`config.mk`:
```
export PLATFORM = sky130hd
export DESIGN_NAME = cidfo_top
export DESIGN_NICKNAME = d
export VERILOG_FILES = /design/src/design/cidfo_pkg.sv /design/src/design/cidfo_top.sv
export SDC_FILE = /design/constraint.sdc
export NUM_CORES = 1
export LEC_CHECK = 0
export ABC_AREA = 1
export BUFFER_PORTS_ARGS = -buffer_cell sky130_fd_sc_hd__buf_2
export CORE_ASPECT_RATIO = 1.75
export CORE_MARGIN = 4
export CORE_UTILIZATION = 35
export DETAILED_ROUTE_END_ITERATION = 10
export SLEW_MARGIN = 40
export SYNTH_ARGS = -nofsm -noshare
export SYNTH_HDL_FRONTEND = slang
export SYNTH_SLANG_ARGS = --single-unit
```
`constraint.sdc`:
```
create_clock -name I_SYS_CLK -period 8.9 [get_ports I_SYS_CLK]
set_clock_uncertainty 0.15 [all_clocks]
set_input_delay 0.89 -clock I_SYS_CLK [delete_from_list [all_inputs] [get_ports I_SYS_CLK]]
set_output_delay 0.89 -clock I_SYS_CLK [all_outputs]
set_load 0.1 [all_outputs]
```
`src/design/cidfo_pkg.sv`:
```
// constants and types shared by the caller id fsk output interface
package cidfo_pkg;
	localparam int CLK_HZ        = 40_000_000;
	localparam int CLK_MHZ       = 40;
	localparam int BAUD          = 1200;
	localparam int BIT_CYC       = CLK_HZ / BAUD;
	localparam int HALF_BIT_CYC  = CLK_HZ / (2 * BAUD);
	localparam int CD_HOLD_MS    = 8;
	localparam int CD_HOLD_CYC   = CD_HOLD_MS * (CLK_HZ / 1000);
	localparam int SETTLE_US     = 10;
	localparam int SETTLE_CYC    = SETTLE_US * CLK_MHZ;
	localparam int CLK_LOW_NS    = 2000;
	localparam int CLK_LOW_CYC   = (CLK_LOW_NS * CLK_MHZ + 999) / 1000;
	localparam int RDY_PULSE_NS  = 100000;
	localparam int RDY_PULSE_CYC = (RDY_PULSE_NS * CLK_MHZ + 999) / 1000;
	localparam int RING_DELAY_MS = 100;
	localparam int RING_DELAY_CYC = RING_DELAY_MS * (CLK_HZ / 1000);
	localparam int PRESENT_MS    = 40;
	localparam int PRESENT_CYC   = PRESENT_MS * (CLK_HZ / 1000);
	localparam int ABSENT_MS     = 30;
	localparam int ABSENT_CYC    = ABSENT_MS * (CLK_HZ / 1000);
	localparam int BYTE_BITS     = 8;

	// register byte offsets
	localparam logic [7:0] RING_DELAY_OFS = 8'h00;
	localparam logic [7:0] PRESENT_OFS    = 8'h04;
	localparam logic [7:0] ABSENT_OFS     = 8'h08;
	localparam logic [7:0] STATUS_OFS     = 8'h0c;

	// status field positions
	localparam int ST_CD_BIT    = 0;
	localparam int ST_ALERT_BIT = 1;
	localparam int ST_RING_BIT  = 2;
	localparam int ST_MODE_BIT  = 3;
	localparam int ST_BYTE_LSB  = 8;

	// positions in the synchronised pin vector
	localparam int IX_MODE  = 0;
	localparam int IX_FSK_ENABLE  = 1;
	localparam int IX_SLEEP = 2;
	localparam int IX_BIT   = 3;
	localparam int IX_AMP   = 4;
	localparam int IX_TONEH = 5;
	localparam int IX_TONEL = 6;
	localparam int IX_RING  = 7;
	localparam int IX_DATA_CLOCK  = 8;
	localparam int N_PINS   = 9;

	typedef enum {RX_IDLE, RX_START, RX_DATA, RX_STOP} cidfo_rx_t;
endpackage : cidfo_pkg

```
`src/design/cidfo_top.sv`:
```
// caller id fsk serial output interface with alert, ring and interrupt logic
//
// Decided for this implementation: the APB interface to the registers and the address map.
`timescale 1ns/100ps

// What this block does
// - demodulator output used only while fsk_enable high and settled
// - carrier_detect_n falls after 8 ms of continuous sufficient amplitude
// - carrier_detect_n rises after more than 8 ms of insufficient amplitude
// - carrier inactive in mode 0: clock, data and byte_ready_n held high
// - carrier inactive in mode 1: shift register frozen, byte_ready_n high
// - mode low drives data_clock out; mode high takes data_clock as input
// - mode 0 emits exactly eight clock pulses per received character
// - mode 0 clock falls at data bit centres, none for start or stop
// - mode 0 pulses byte_ready_n low once after the eight data bits
// - mode 1 byte_ready_n falls on new byte, rises on first clock rise
// - mode 1 byte_ready_n ends after half a bit time without clock
// - mode 1 byte shifted out lsb first, one bit per rising edge
// - mode 1 extra clock edges after the msb are ignored
// - data line carries 1 for mark and 0 for space
// - irq_n pulled low while ring, byte ready or alert is active
// - sleep forces alert_qualified low and clears its guard timing
// - sleep disables everything but ring detection and the apb registers
// - alert_raw high while both alert tones present and awake
// - alert_qualified follows alert_raw through present and absent guards
// - ring_detect_n low while sensing ring and for a delay after
// - sleep high also clears carrier detect and enable settling
// - all timing derived from the system clock
module cidfo_top #(
	parameter logic [23:0] BIT_CYC   = 24'(cidfo_pkg::BIT_CYC),
	parameter logic [23:0] HALF_CYC  = 24'(cidfo_pkg::HALF_BIT_CYC),
	parameter logic [23:0] CD_CYC    = 24'(cidfo_pkg::CD_HOLD_CYC),
	parameter logic [23:0] RING_RST  = 24'(cidfo_pkg::RING_DELAY_CYC),
	parameter logic [23:0] PRES_RST  = 24'(cidfo_pkg::PRESENT_CYC),
	parameter logic [23:0] ABS_RST   = 24'(cidfo_pkg::ABSENT_CYC)
) (
	// clock and reset
	input  wire logic        I_SYS_CLK,
	input  wire logic        I_RESET_N,
	// apb slave
	input  wire logic        I_PSEL,
	input  wire logic        I_PENABLE,
	input  wire logic        I_PWRITE,
	input  wire logic [7:0]  I_PADDR,
	input  wire logic [31:0] I_PWDATA,
	output logic      [31:0] O_PRDATA,
	output logic             O_PREADY,
	output logic             O_PSLVERR,
	// control pins and demodulator results
	input  wire logic        I_MODE,
	input  wire logic        I_FSK_ENABLE,
	input  wire logic        I_SLEEP,
	input  wire logic        I_FSK_BIT,
	input  wire logic        I_AMP_OK,
	input  wire logic        I_TONE_HIGH,
	input  wire logic        I_TONE_LOW,
	input  wire logic        I_RING_SENSE_IN,
	// three wire serial port
	input  wire logic        I_DATA_CLOCK,
	output logic             O_DATA_CLOCK,
	output logic             O_DATA_CLOCK_OE,
	output logic             O_DATA,
	output logic             O_BYTE_READY_N,
	output logic             O_CARRIER_DETECT_N,
	// alert, ring and interrupt
	output logic             O_ALERT_RAW,
	output logic             O_ALERT_QUALIFIED,
	output logic             O_RING_DETECT_N,
	output logic             O_IRQ_N,
	output logic             O_IRQ_N_OE
);
	localparam logic [23:0] BIT_LD    = BIT_CYC - 24'h000001;
	localparam logic [23:0] HALF_LD   = HALF_CYC - 24'h000001;
	localparam logic [23:0] SETTLE    = 24'(cidfo_pkg::SETTLE_CYC);
	localparam logic [23:0] CLK_LOW   = 24'(cidfo_pkg::CLK_LOW_CYC);
	localparam logic [23:0] RDY_LD    = 24'(cidfo_pkg::RDY_PULSE_CYC) - 24'h000001;
	localparam logic [3:0]  NBITS     = 4'(cidfo_pkg::BYTE_BITS);
	localparam logic [2:0]  LAST_BIT  = 3'(cidfo_pkg::BYTE_BITS - 1);
	localparam cidfo_pkg::cidfo_rx_t RX_IDLE_A  = cidfo_pkg::RX_IDLE;
	localparam cidfo_pkg::cidfo_rx_t RX_START_A = cidfo_pkg::RX_START;
	localparam cidfo_pkg::cidfo_rx_t RX_DATA_A  = cidfo_pkg::RX_DATA;
	localparam cidfo_pkg::cidfo_rx_t RX_STOP_A  = cidfo_pkg::RX_STOP;

	logic                         rst_meta_reg;
	logic                         rst_sync_reg;
	logic                         rst_n;
	logic [cidfo_pkg::N_PINS-1:0] pin_meta_reg;
	logic [cidfo_pkg::N_PINS-1:0] pin_sync_reg;
	logic                         mode;
	logic                         sleep;
	logic                         data_clock_prev_reg;
	logic                         data_clock_rise;
	logic [23:0]                  settle_cnt_reg;
	logic                         demod_ok;
	logic                         cd_on_reg;
	logic [23:0]                  cd_cnt_reg;
	logic                         gate;
	cidfo_pkg::cidfo_rx_t         rx_state_reg;
	logic [23:0]                  rx_tmr_reg;
	logic [2:0]                   bit_cnt_reg;
	logic [7:0]                   rx_byte_reg;
	logic [7:0]                   last_byte_reg;
	logic                         bit_sample;
	logic                         byte_done;
	logic                         m0_clk_reg;
	logic                         m0_data_reg;
	logic [23:0]                  lo_cnt_reg;
	logic                         rdy_n_reg;
	logic [23:0]                  rdy_cnt_reg;
	logic [7:0]                   shift_reg;
	logic [3:0]                   left_reg;
	logic                         m1_data_reg;
	logic                         alert_raw_reg;
	logic                         alert_q_reg;
	logic [23:0]                  al_cnt_reg;
	logic [23:0]                  al_limit;
	logic                         ring_on_reg;
	logic [23:0]                  ring_cnt_reg;
	logic [23:0]                  ring_delay_reg;
	logic [23:0]                  present_reg;
	logic [23:0]                  absent_reg;
	logic [31:0]                  prdata_reg;
	logic                         addr_ok;
	logic [3:0]                   edge_cnt_reg;
	logic [23:0]                  rdy_low_reg;

	// reset released through two flops
	always_ff @(posedge I_SYS_CLK or negedge I_RESET_N) begin
		if (!I_RESET_N) begin
			rst_meta_reg <= 1'b0;
			rst_sync_reg <= 1'b0;
		end else begin
			rst_meta_reg <= 1'b1;
			rst_sync_reg <= rst_meta_reg;
		end
	end
	assign rst_n = rst_sync_reg;

	// every control and serial pin crosses two flops before use; the apb inputs are used directly
	always_ff @(posedge I_SYS_CLK or negedge rst_n) begin
		if (!rst_n) begin
			pin_meta_reg  <= '0;
			pin_sync_reg  <= '0;
			data_clock_prev_reg <= 1'b0;
		end else begin
			pin_meta_reg  <= {I_DATA_CLOCK, I_RING_SENSE_IN, I_TONE_LOW, I_TONE_HIGH, I_AMP_OK,
				I_FSK_BIT, I_SLEEP, I_FSK_ENABLE, I_MODE};
			pin_sync_reg  <= pin_meta_reg;
			data_clock_prev_reg <= pin_sync_reg[cidfo_pkg::IX_DATA_CLOCK];
		end
	end
	assign mode      = pin_sync_reg[cidfo_pkg::IX_MODE];
	assign sleep     = pin_sync_reg[cidfo_pkg::IX_SLEEP];
	assign data_clock_rise = pin_sync_reg[cidfo_pkg::IX_DATA_CLOCK] & ~data_clock_prev_reg;

	// enable settling, restarted on every rise of fsk_enable
	always_ff @(posedge I_SYS_CLK or negedge rst_n) begin
		if (!rst_n) begin
			settle_cnt_reg <= '0;
		end else if (sleep || !pin_sync_reg[cidfo_pkg::IX_FSK_ENABLE]) begin
			settle_cnt_reg <= '0;
		end else if (settle_cnt_reg != SETTLE) begin
			settle_cnt_reg <= settle_cnt_reg + 24'h000001;
		end
	end
	assign demod_ok = (settle_cnt_reg == SETTLE);

	// carrier detect: one counter measures how long the input disagrees with the output
	always_ff @(posedge I_SYS_CLK or negedge rst_n) begin
		if (!rst_n) begin
			cd_on_reg  <= 1'b0;
			cd_cnt_reg <= '0;
		end else if (sleep) begin
			cd_on_reg  <= 1'b0;
			cd_cnt_reg <= '0;
		end else if ((pin_sync_reg[cidfo_pkg::IX_AMP] & demod_ok) == cd_on_reg) begin
			cd_cnt_reg <= '0;
		end else if (cd_cnt_reg == (cd_on_reg ? CD_CYC : CD_CYC - 24'h000001)) begin
			cd_on_reg  <= ~cd_on_reg;
			cd_cnt_reg <= '0;
		end else begin
			cd_cnt_reg <= cd_cnt_reg + 24'h000001;
		end
	end
	assign gate = cd_on_reg & demod_ok & ~sleep;

	// character receiver, sampling at bit centres
	always_ff @(posedge I_SYS_CLK or negedge rst_n) begin
		if (!rst_n) begin
			rx_state_reg <= RX_IDLE_A;
			rx_tmr_reg   <= '0;
			bit_cnt_reg  <= '0;
			rx_byte_reg  <= '0;
		end else if (!gate) begin
			rx_state_reg <= RX_IDLE_A;
			rx_tmr_reg   <= '0;
			bit_cnt_reg  <= '0;
		end else begin
			case (rx_state_reg)
				RX_IDLE_A: begin
					if (!pin_sync_reg[cidfo_pkg::IX_BIT]) begin
						rx_state_reg <= RX_START_A;
						rx_tmr_reg   <= HALF_LD;
					end
				end
				RX_START_A: begin
					if (rx_tmr_reg != '0) begin
						rx_tmr_reg <= rx_tmr_reg - 24'h000001;
					end else if (!pin_sync_reg[cidfo_pkg::IX_BIT]) begin
						rx_state_reg <= RX_DATA_A;
						rx_tmr_reg   <= BIT_LD;
						bit_cnt_reg  <= '0;
					end else begin
						rx_state_reg <= RX_IDLE_A;
					end
				end
				RX_DATA_A: begin
					if (rx_tmr_reg != '0) begin
						rx_tmr_reg <= rx_tmr_reg - 24'h000001;
					end else begin
						rx_byte_reg <= {pin_sync_reg[cidfo_pkg::IX_BIT], rx_byte_reg[7:1]};
						rx_tmr_reg  <= BIT_LD;
						if (bit_cnt_reg == LAST_BIT) begin
							rx_state_reg <= RX_STOP_A;
						end else begin
							bit_cnt_reg <= bit_cnt_reg + 3'h1;
						end
					end
				end
				RX_STOP_A: begin
					if (rx_tmr_reg != '0) begin
						rx_tmr_reg <= rx_tmr_reg - 24'h000001;
					end else begin
						rx_state_reg <= RX_IDLE_A;
					end
				end
				default: begin
					rx_state_reg <= RX_IDLE_A;
				end
			endcase
		end
	end
	assign bit_sample = gate && rx_state_reg == RX_DATA_A && rx_tmr_reg == '0;
	// a framing error (space at the stop centre) drops the character silently
	assign byte_done  = gate && rx_state_reg == RX_STOP_A && rx_tmr_reg == '0 &&
		pin_sync_reg[cidfo_pkg::IX_BIT];

	always_ff @(posedge I_SYS_CLK or negedge rst_n) begin
		if (!rst_n) begin
			last_byte_reg <= '0;
		end else if (byte_done) begin
			last_byte_reg <= rx_byte_reg;
		end
	end

	// mode 0 clock: low at the sample, rising a fixed short time later
	// the low time must stay below one bit time, or the pulses of a burst merge
	always_ff @(posedge I_SYS_CLK or negedge rst_n) begin
		if (!rst_n) begin
			m0_clk_reg  <= 1'b1;
			m0_data_reg <= 1'b1;
			lo_cnt_reg  <= '0;
		end else if (!gate || mode) begin
			m0_clk_reg  <= 1'b1;
			m0_data_reg <= 1'b1;
			lo_cnt_reg  <= '0;
		end else if (bit_sample) begin
			m0_clk_reg  <= 1'b0;
			m0_data_reg <= pin_sync_reg[cidfo_pkg::IX_BIT];
			lo_cnt_reg  <= CLK_LOW;
		end else if (lo_cnt_reg != '0) begin
			lo_cnt_reg <= lo_cnt_reg - 24'h000001;
			if (lo_cnt_reg == 24'h000001) begin
				m0_clk_reg <= 1'b1;
			end
		end
	end

	// byte ready for both modes
	always_ff @(posedge I_SYS_CLK or negedge rst_n) begin
		if (!rst_n) begin
			rdy_n_reg   <= 1'b1;
			rdy_cnt_reg <= '0;
		end else if (!gate) begin
			rdy_n_reg   <= 1'b1;
			rdy_cnt_reg <= '0;
		end else if (byte_done) begin
			rdy_n_reg   <= 1'b0;
			rdy_cnt_reg <= mode ? HALF_LD : RDY_LD;
		end else if (!rdy_n_reg) begin
			if ((mode && data_clock_rise) || rdy_cnt_reg == '0) begin
				rdy_n_reg <= 1'b1;
			end else begin
				rdy_cnt_reg <= rdy_cnt_reg - 24'h000001;
			end
		end
	end

	// mode 1 shift register, clocked by the partner's rising edges
	always_ff @(posedge I_SYS_CLK or negedge rst_n) begin
		if (!rst_n) begin
			shift_reg   <= '0;
			left_reg    <= '0;
			m1_data_reg <= 1'b1;
		end else if (!gate) begin
			left_reg <= '0;
		end else if (mode && byte_done) begin
			shift_reg <= rx_byte_reg;
			left_reg  <= NBITS;
		end else if (mode && data_clock_rise && left_reg != '0) begin
			m1_data_reg <= shift_reg[0];
			shift_reg   <= {1'b0, shift_reg[7:1]};
			left_reg    <= left_reg - 4'h1;
		end
	end

	assign O_DATA_CLOCK       = m0_clk_reg;
	assign O_DATA_CLOCK_OE    = ~mode;
	assign O_DATA             = mode ? m1_data_reg : m0_data_reg;
	assign O_BYTE_READY_N     = rdy_n_reg;
	assign O_CARRIER_DETECT_N = ~cd_on_reg;

	// helper counters for the checks below
	always_ff @(posedge I_SYS_CLK or negedge rst_n) begin
		if (!rst_n) begin
			edge_cnt_reg <= '0;
			rdy_low_reg  <= '0;
		end else begin
			if (rx_state_reg == RX_IDLE_A) begin
				edge_cnt_reg <= '0;
			end else if (!mode && !m0_clk_reg && lo_cnt_reg == 24'h000001) begin
				edge_cnt_reg <= edge_cnt_reg + 4'h1;
			end
			rdy_low_reg <= (!rdy_n_reg && mode) ? rdy_low_reg + 24'h000001 : '0;
		end
	end

	// alert guard timing, cleared to tone absent by sleep
	always_ff @(posedge I_SYS_CLK or negedge rst_n) begin
		if (!rst_n) begin
			alert_raw_reg <= 1'b0;
			alert_q_reg   <= 1'b0;
			al_cnt_reg    <= '0;
		end else begin
			alert_raw_reg <= pin_sync_reg[cidfo_pkg::IX_TONEH] & pin_sync_reg[cidfo_pkg::IX_TONEL]
				& ~sleep;
			if (sleep) begin
				alert_q_reg <= 1'b0;
				al_cnt_reg  <= '0;
			end else if (alert_raw_reg == alert_q_reg) begin
				al_cnt_reg <= '0;
			end else if ((al_cnt_reg + 24'h000001) >= al_limit) begin
				alert_q_reg <= ~alert_q_reg;
				al_cnt_reg  <= '0;
			end else begin
				al_cnt_reg <= al_cnt_reg + 24'h000001;
			end
		end
	end
	assign al_limit          = alert_q_reg ? absent_reg : present_reg;
	assign O_ALERT_RAW       = alert_raw_reg;
	assign O_ALERT_QUALIFIED = alert_q_reg;

	// ring envelope keeps running in sleep; starts active to mimic an uncharged delay
	always_ff @(posedge I_SYS_CLK or negedge rst_n) begin
		if (!rst_n) begin
			ring_on_reg  <= 1'b1;
			ring_cnt_reg <= RING_RST;
		end else if (pin_sync_reg[cidfo_pkg::IX_RING]) begin
			ring_on_reg  <= 1'b1;
			ring_cnt_reg <= ring_delay_reg;
		end else if (ring_cnt_reg != '0) begin
			ring_cnt_reg <= ring_cnt_reg - 24'h000001;
		end else begin
			ring_on_reg <= 1'b0;
		end
	end
	assign O_RING_DETECT_N = ~ring_on_reg;

	// open drain interrupt, the pin level itself is always low
	assign O_IRQ_N    = 1'b0;
	assign O_IRQ_N_OE = ring_on_reg | ~rdy_n_reg | alert_q_reg;

	// apb slave, zero wait states; read data latched in the setup cycle
	assign addr_ok = I_PADDR == cidfo_pkg::RING_DELAY_OFS || I_PADDR == cidfo_pkg::PRESENT_OFS ||
		I_PADDR == cidfo_pkg::ABSENT_OFS || I_PADDR == cidfo_pkg::STATUS_OFS;

	always_ff @(posedge I_SYS_CLK or negedge rst_n) begin
		if (!rst_n) begin
			ring_delay_reg <= RING_RST;
			present_reg    <= PRES_RST;
			absent_reg     <= ABS_RST;
		end else if (I_PSEL && I_PENABLE && I_PWRITE) begin
			case (I_PADDR)
				cidfo_pkg::RING_DELAY_OFS: ring_delay_reg <= I_PWDATA[23:0];
				cidfo_pkg::PRESENT_OFS:    present_reg    <= I_PWDATA[23:0];
				cidfo_pkg::ABSENT_OFS:     absent_reg     <= I_PWDATA[23:0];
				default:                   ring_delay_reg <= ring_delay_reg;
			endcase
		end
	end

	always_ff @(posedge I_SYS_CLK or negedge rst_n) begin
		if (!rst_n) begin
			prdata_reg <= '0;
		end else if (I_PSEL && !I_PENABLE) begin
			case (I_PADDR)
				cidfo_pkg::RING_DELAY_OFS: prdata_reg <= {8'h00, ring_delay_reg};
				cidfo_pkg::PRESENT_OFS:    prdata_reg <= {8'h00, present_reg};
				cidfo_pkg::ABSENT_OFS:     prdata_reg <= {8'h00, absent_reg};
				cidfo_pkg::STATUS_OFS: begin
					prdata_reg <= '0;
					prdata_reg[cidfo_pkg::ST_CD_BIT]    <= cd_on_reg;
					prdata_reg[cidfo_pkg::ST_ALERT_BIT] <= alert_q_reg;
					prdata_reg[cidfo_pkg::ST_RING_BIT]  <= ring_on_reg;
					prdata_reg[cidfo_pkg::ST_MODE_BIT]  <= mode;
					prdata_reg[cidfo_pkg::ST_BYTE_LSB +: 8] <= last_byte_reg;
				end
				default: prdata_reg <= '0;
			endcase
		end
	end
	assign O_PRDATA  = prdata_reg;
	assign O_PREADY  = 1'b1;
	assign O_PSLVERR = I_PSEL & I_PENABLE & ~addr_ok;
endmodule : cidfo_top

```
# Word-level counts from Yosys, hierarchy flattened
# Cells that the tools add are included.
dict set report classes {
  bitwise_logic 20
  magnitude_cmp 1
  n_eq_ne 32
  mux 66
  addsub 9
  n_reduce_logical 49
}
# op count
set op_table {}
lappend op_table {{$mux 24} 24}
lappend op_table {{$mux 32} 6}
lappend op_table {{$pmux 24 s4} 2}
lappend op_table {{$pmux 32 s4} 1}
lappend op_table {{$sub 24x1->24 const B} 4}
lappend op_table {{$add 24x1->24 const B} 3}
lappend op_table {{$reduce_bool 24->1} 3}
lappend op_table {{$eq 32x2->1 const B} 2}
lappend op_table {{$eq 32x3->1 const B} 2}
lappend op_table {{$logic_not 24->1} 2}
lappend op_table {{$eq 32x1->1 const B} 1}
lappend op_table {{$logic_not 32->1} 1}
lappend op_table {{$ne 3x3->1 const B} 10}
lappend op_table {{$eq 24x1->1 const B} 1}
lappend op_table {{$eq 24x19->1} 1}
lappend op_table {{$eq 24x9->1 const B} 1}
lappend op_table {{$ge 24x24->1} 1}
lappend op_table {{$ne 24x9->1 const B} 1}
lappend op_table {{$mux 1} 19}
lappend op_table {{$eq 8x4->1 const B} 2}
lappend op_table {{$mux 8} 2}
lappend op_table {{$reduce_and 2->1} 8}
lappend op_table {{$mux 15} 1}
lappend op_table {{$mux 3} 5}
lappend op_table {{other kinds (26)} 74}
dict set report word_totals {
  out_inout_bits 44
  inputBits 54
  ff_bits 364
}

# Longest topological paths before layout
dict set report depth {
  depth_word 9
  mapped_depth 23
  mapped_depth_nobuf 23
}

# Worst setup path after synthesis
# OpenSTA, ideal clock, no wires.
dict set report synth_timing {
  kind {reg-to-output}
  from {register pin_sync_reg[0] (netlist name)}
  to {output port O_DATA}
  n_path_buf 1
  setup_slack_ns 5.188
  stages_incl_launch_ff 3
  arrival_ns 2.672
  required_time_ns 7.860
  cell_sequence {dfrtp_1 clkbuf_1 o21ai_0}
}
dict set report synth_between {
  elab_chain_len 1
}
# element line_no
set synth_lines {}
lappend synth_lines {{start: declaration} cidfo_top.sv:88} ;# logic [cidfo_pkg::N_PINS-1:0] pin_sync_reg;
lappend synth_lines {{start signal: assignment} cidfo_top.sv:148} ;# pin_sync_reg <= pin_meta_reg;
lappend synth_lines {{$mux 1} cidfo_top.sv:319} ;# assign O_DATA = mode ? m1_data_reg : m0_data_reg;
lappend synth_lines {{end: declaration} cidfo_top.sv:62} ;# output logic O_DATA,
# Every way passes these cells.

# Worst setup path after layout
dict set report layout_timing {
  from {register al_cnt_reg[0]}
  to {register al_cnt_reg[12]}
}
dict set report layout_between {
  elab_chain_len 5
}
# element line_no
set layout_lines {}
lappend layout_lines {{start: declaration} cidfo_top.sv:115} ;# logic [23:0] al_cnt_reg;
lappend layout_lines {{start signal: assignment} cidfo_top.sv:356} ;# al_cnt_reg <= al_cnt_reg + 24'h000001;
lappend layout_lines {{$add 24x1->24 (*)} {cidfo_top.sv:352, cidfo_top.sv:356}}
lappend layout_lines {{$ge 24x24->1} cidfo_top.sv:352} ;# end else if ((al_cnt_reg + 24'h000001) >= al_limit) begin
lappend layout_lines {{$mux 24 (*)} cidfo_top.sv:352}
lappend layout_lines {{$mux 24 (*)} cidfo_top.sv:350} ;# end else if (alert_raw_reg == alert_q_reg) begin
lappend layout_lines {{$mux 24 (*)} cidfo_top.sv:347} ;# if (sleep) begin
# Mark *: on every way between the ends. The rest lies on a longest branch, timed or not.
# A chain may end at the register's enable or synchronous reset.

==> summary.txt <==
Status
  – Outcome: finished, final reports clean

Critical path
  – Max stage delay on crit path: between 0.5 and 0.6 ns
  – Crit path buffers/inverters: 2
  – CP endpoint kind: register
  – Crit-path max FO: 13
  – R2R setup slack: around 4.6 ns
  – Crit path DAT: about 4.5 ns
  – Slowest stage cell on the critical path: nor4_1
  – Setup Crit Path Kind: register to register
  – Critical Path RT: between 9 and 10 ns
  – CP Launch Type: register
  – Family with the most delay on the worst path: simple AND/OR/NAND/NOR gates
  – Critical path, cell by cell: nand3_1 > nor2_1 > nand4_1 > nor2_1 > nand3_1 > nor2_1 > nand2_1 > xor2_1 > inv_1 > ha_1 > nand2_1 > nor4_1 > nand4_1 > nand4_1 > buf_6 > nor2_1
  – Most used cell, CP: nor2_1

Power and ir drop
  – Worst vdd ir: approximately 0.000091 V
  – Ratio of total power to cell area: 157 mW/mm²
  – P_leak: a little under 10 nW

Clocking
  – Clk pin slew, worst setup/hold paths: ~0.07 ns
  – Setup Fix Bufs, Post-CTS: 0
  – CTS tree: done
  – CTS root buf: clkbuf_16
  – Worst-Skew Late Latency: about 0.53 ns
  – Clock Sinks: between 300 and 400
  – H-tree depth: 2
  – Cts bufs inserted: 34
  – Longest Clk Path Bufs: 3

Route
  – Vias: between 10000 and 15000
  – Pre-antenna DRT Iters: 5
  – Post-DR vias/cell: ~4.9
  – # DRC: 0
  – 1st-iter DRT viols: 834
  – Final WL: 43.2 mm
  – DRT antenna net count: 0
  – Drt wl/cell: ~14 µm

Logic synthesis
  – Main flop type after synthesis: dfrtp_1
  – Cell taking the most area after synthesis: dfrtp_1
  – Synth area leaders: dfrtp_1, nand2_1, nor2_1
  – Synth async-reset ratio: 100%
  – Synth Register Bits: 326
  – Post-Syn Area: 0.0175 mm²
  – Synth top area share: a little over two fifths
  – Sequential share of the synthesized area: a little under half
  – Post-Syn Instances: about 2200
  – Synth warn: 0
  – Number of synthesized flops with an enable pin: 0
  – Post-Syn Area per Cell: 7.85 µm²
  – Netlist cell types: between 50 and 60

Min path
  – HP Class: register to async pin

Cells and area
  – Cell area after layout: between 0.015 and 0.02 mm²
  – Area Overhead vs Synth: 12.1%
  – Commonest non-fill, non-tap cells in the layout: nand2_1, dfrtp_1, nor2_1
  – Multi-input logic area: approximately 0.008 mm²
  – Layout net count: 2404
  – Commonest non-fill, non-tap cell in the layout: nand2_1
  – Layout fillers: around 5100
  – N_diodes: 0
  – Area occupied by registers: about 0.0082 mm²
  – Layout cells sized above 1: between 10% and 20%

Timing
  – Final hold viol count: 0
  – Fmax: around 230 MHz
  – RSZ-0062 raised after global routing: false
  – Slew Limit Fails: 0
  – Slew margin rel.: 52.0%
  – Min Tclk post-route: between 4 and 5 ns
  – Setup TNS: 0 ns
  – Setup ws final: about 4.6 ns
  – Final Cycle Share: between 40% and 50%
  – Worst Max-Slew Pin Slew: 0.718 ns
  – Endpoints failing setup: 0

Global route
  – Grt ovf: 0
  – GRT Util Overall: between 15 and 20%
  – Vias in the first global route: around 15000
  – Initial antenna violation count: 0
  – Pin count of the biggest net entering global routing: between 60 and 70
  – Most Used Layer, Global Route: met2
  – Global routing usage on met3: about 1.9%
  – M1 GR Usage: approximately a fifth
  – M2 GR Usage: 30.1%
  – First-pass GRT wire length: ~73 mm

Die
  – Chip height: 304 µm
  – Die area: 0.0539 mm²
  – Starting density of the core: between 30% and 40%
  – Core Footprint: between 0.04 and 0.05 mm²
  – Io pins: slightly below 100
  – DIE WIDTH: roughly 180 µm
  – Std-Cell Rows: 108

Placed design
  – Placed cell area: roughly 0.019 mm²
  – Port bufs: 79
  – GPL Wtd Cong: just over 0.9
  – Detailed placer's ending HPWL: 31.8 mm
  – DP Worst Slack: 4.67 ns

Flow run
  – MaxCap Viol Count: 0
## synth_stat cells, drive strengths merged, types with 2 or more instances
cell and instances:
nand3 97, a21oi 64, clkinv 2, a21o 2, buf 30, xor2 67, o21ai 182, ha 41
nor3 42, a2bb2oi 2, clkbuf 36, nor3b 3, xnor2 29, dfstp 33, nor4 18, inv 255
mux2i 13, and2 2, o22ai 8, nand2 633, conb 2, dfrtp 293, and3 4, a211oi 11
nor2 281, or2 6, nand4 51, o2111ai 2, o211ai 7, a31oi 3, o21a 3, o21bai 5
nand3b 5
## layout make-up
cell class,count,area share [%]
inverter,257,4.94
timing repair buffer,94,2.75
multi-input combinational,1596,41.0
sequential,326,41.7
tap,660,4.20
clock inverter,17,0.751
clock buffer,44,4.62
## timing repair
item	CTS	global route
hold buffers	1	0
endpoints found under the setup margin	0	0
gates resized for setup	0	0
endpoints found under the hold margin	2	0
## layer usage
| metal | routed length [µm] | vias up | share of wire (%) |
|---|---|---|---|
| met5 | 0 | - | 0 |
| met4 | 1690 | 0 | 3.9 |
| met3 | 1360 | 104 | 3.1 |
| met2 | 22700 | 262 | 52 |
| met1 | 17500 | 6958 | 40 |
| li1 | - | 7275 | - |
## final timing paths
kind,from,depth (start not counted),end
setup / recovery,al_cnt_reg[0],16,al_cnt_reg[12]
hold / removal,rst_n,0,rx_tmr_reg[15]
setup reg to reg,al_cnt_reg[0],16,al_cnt_reg[12]
hold reg to reg,rst_n,0,rx_tmr_reg[15]
max in group asynchronous,rst_n,2,cd_cnt_reg[2]
min in group I_SYS_CLK,pin_meta_reg[6],0,pin_sync_reg[6]
## worst reg2reg max path: cells and delay by family, from the launching register on
| family | cells | cell delay [ns] |
|---|---|---|
| XOR/XNOR | 1 | 0.25 |
| AND/OR/NAND/NOR | 12 | 2.74 |
| flip-flops | 1 | 0.40 |
| adder cells (fa/ha/maj) | 1 | 0.30 |
| buffers and inverters | 2 | 0.31 |
## metrics by stage
step           hold slack (ns)  std cells  util (%)  total power, mW
2_1_floorplan            0.181       2245         -             1.68
3_3_place_gp             0.185       2930      37.4             1.73
3_5_place_dp             0.133       2932      37.5             1.74
4_1_cts                  0.137       2994      39.6             3.15
5_1_grt                  0.167       2994      39.7             3.22
6_report                 0.113       2994      39.7             3.09
## report_power, final
group	switching [mW]	internal, mW	total (mW)
Clock	0.621	0.765	1.39
Sequential	0.0203	1.50	1.53
Combinational	0.135	0.0479	0.183
## kinds of logic (layout without fill, tap and decap cells)
kind of cell | after synthesis | count (layout) | synth area share [%]
adders and majority gates | 41 | 41 | 2.92
xor gates and xnor gates | 96 | 96 | 4.79
other | 2 | 11 | 0.0428
AOI/OAI and AO/OA | 293 | 293 | 9.07
DFF | 326 | 326 | 46.7
and+or+nand+nor | 1142 | 1142 | 28.2
buffers and inverters | 323 | 412 | 7.51
muxes | 13 | 13 | 0.741
(Power assumes the default switching activity.)
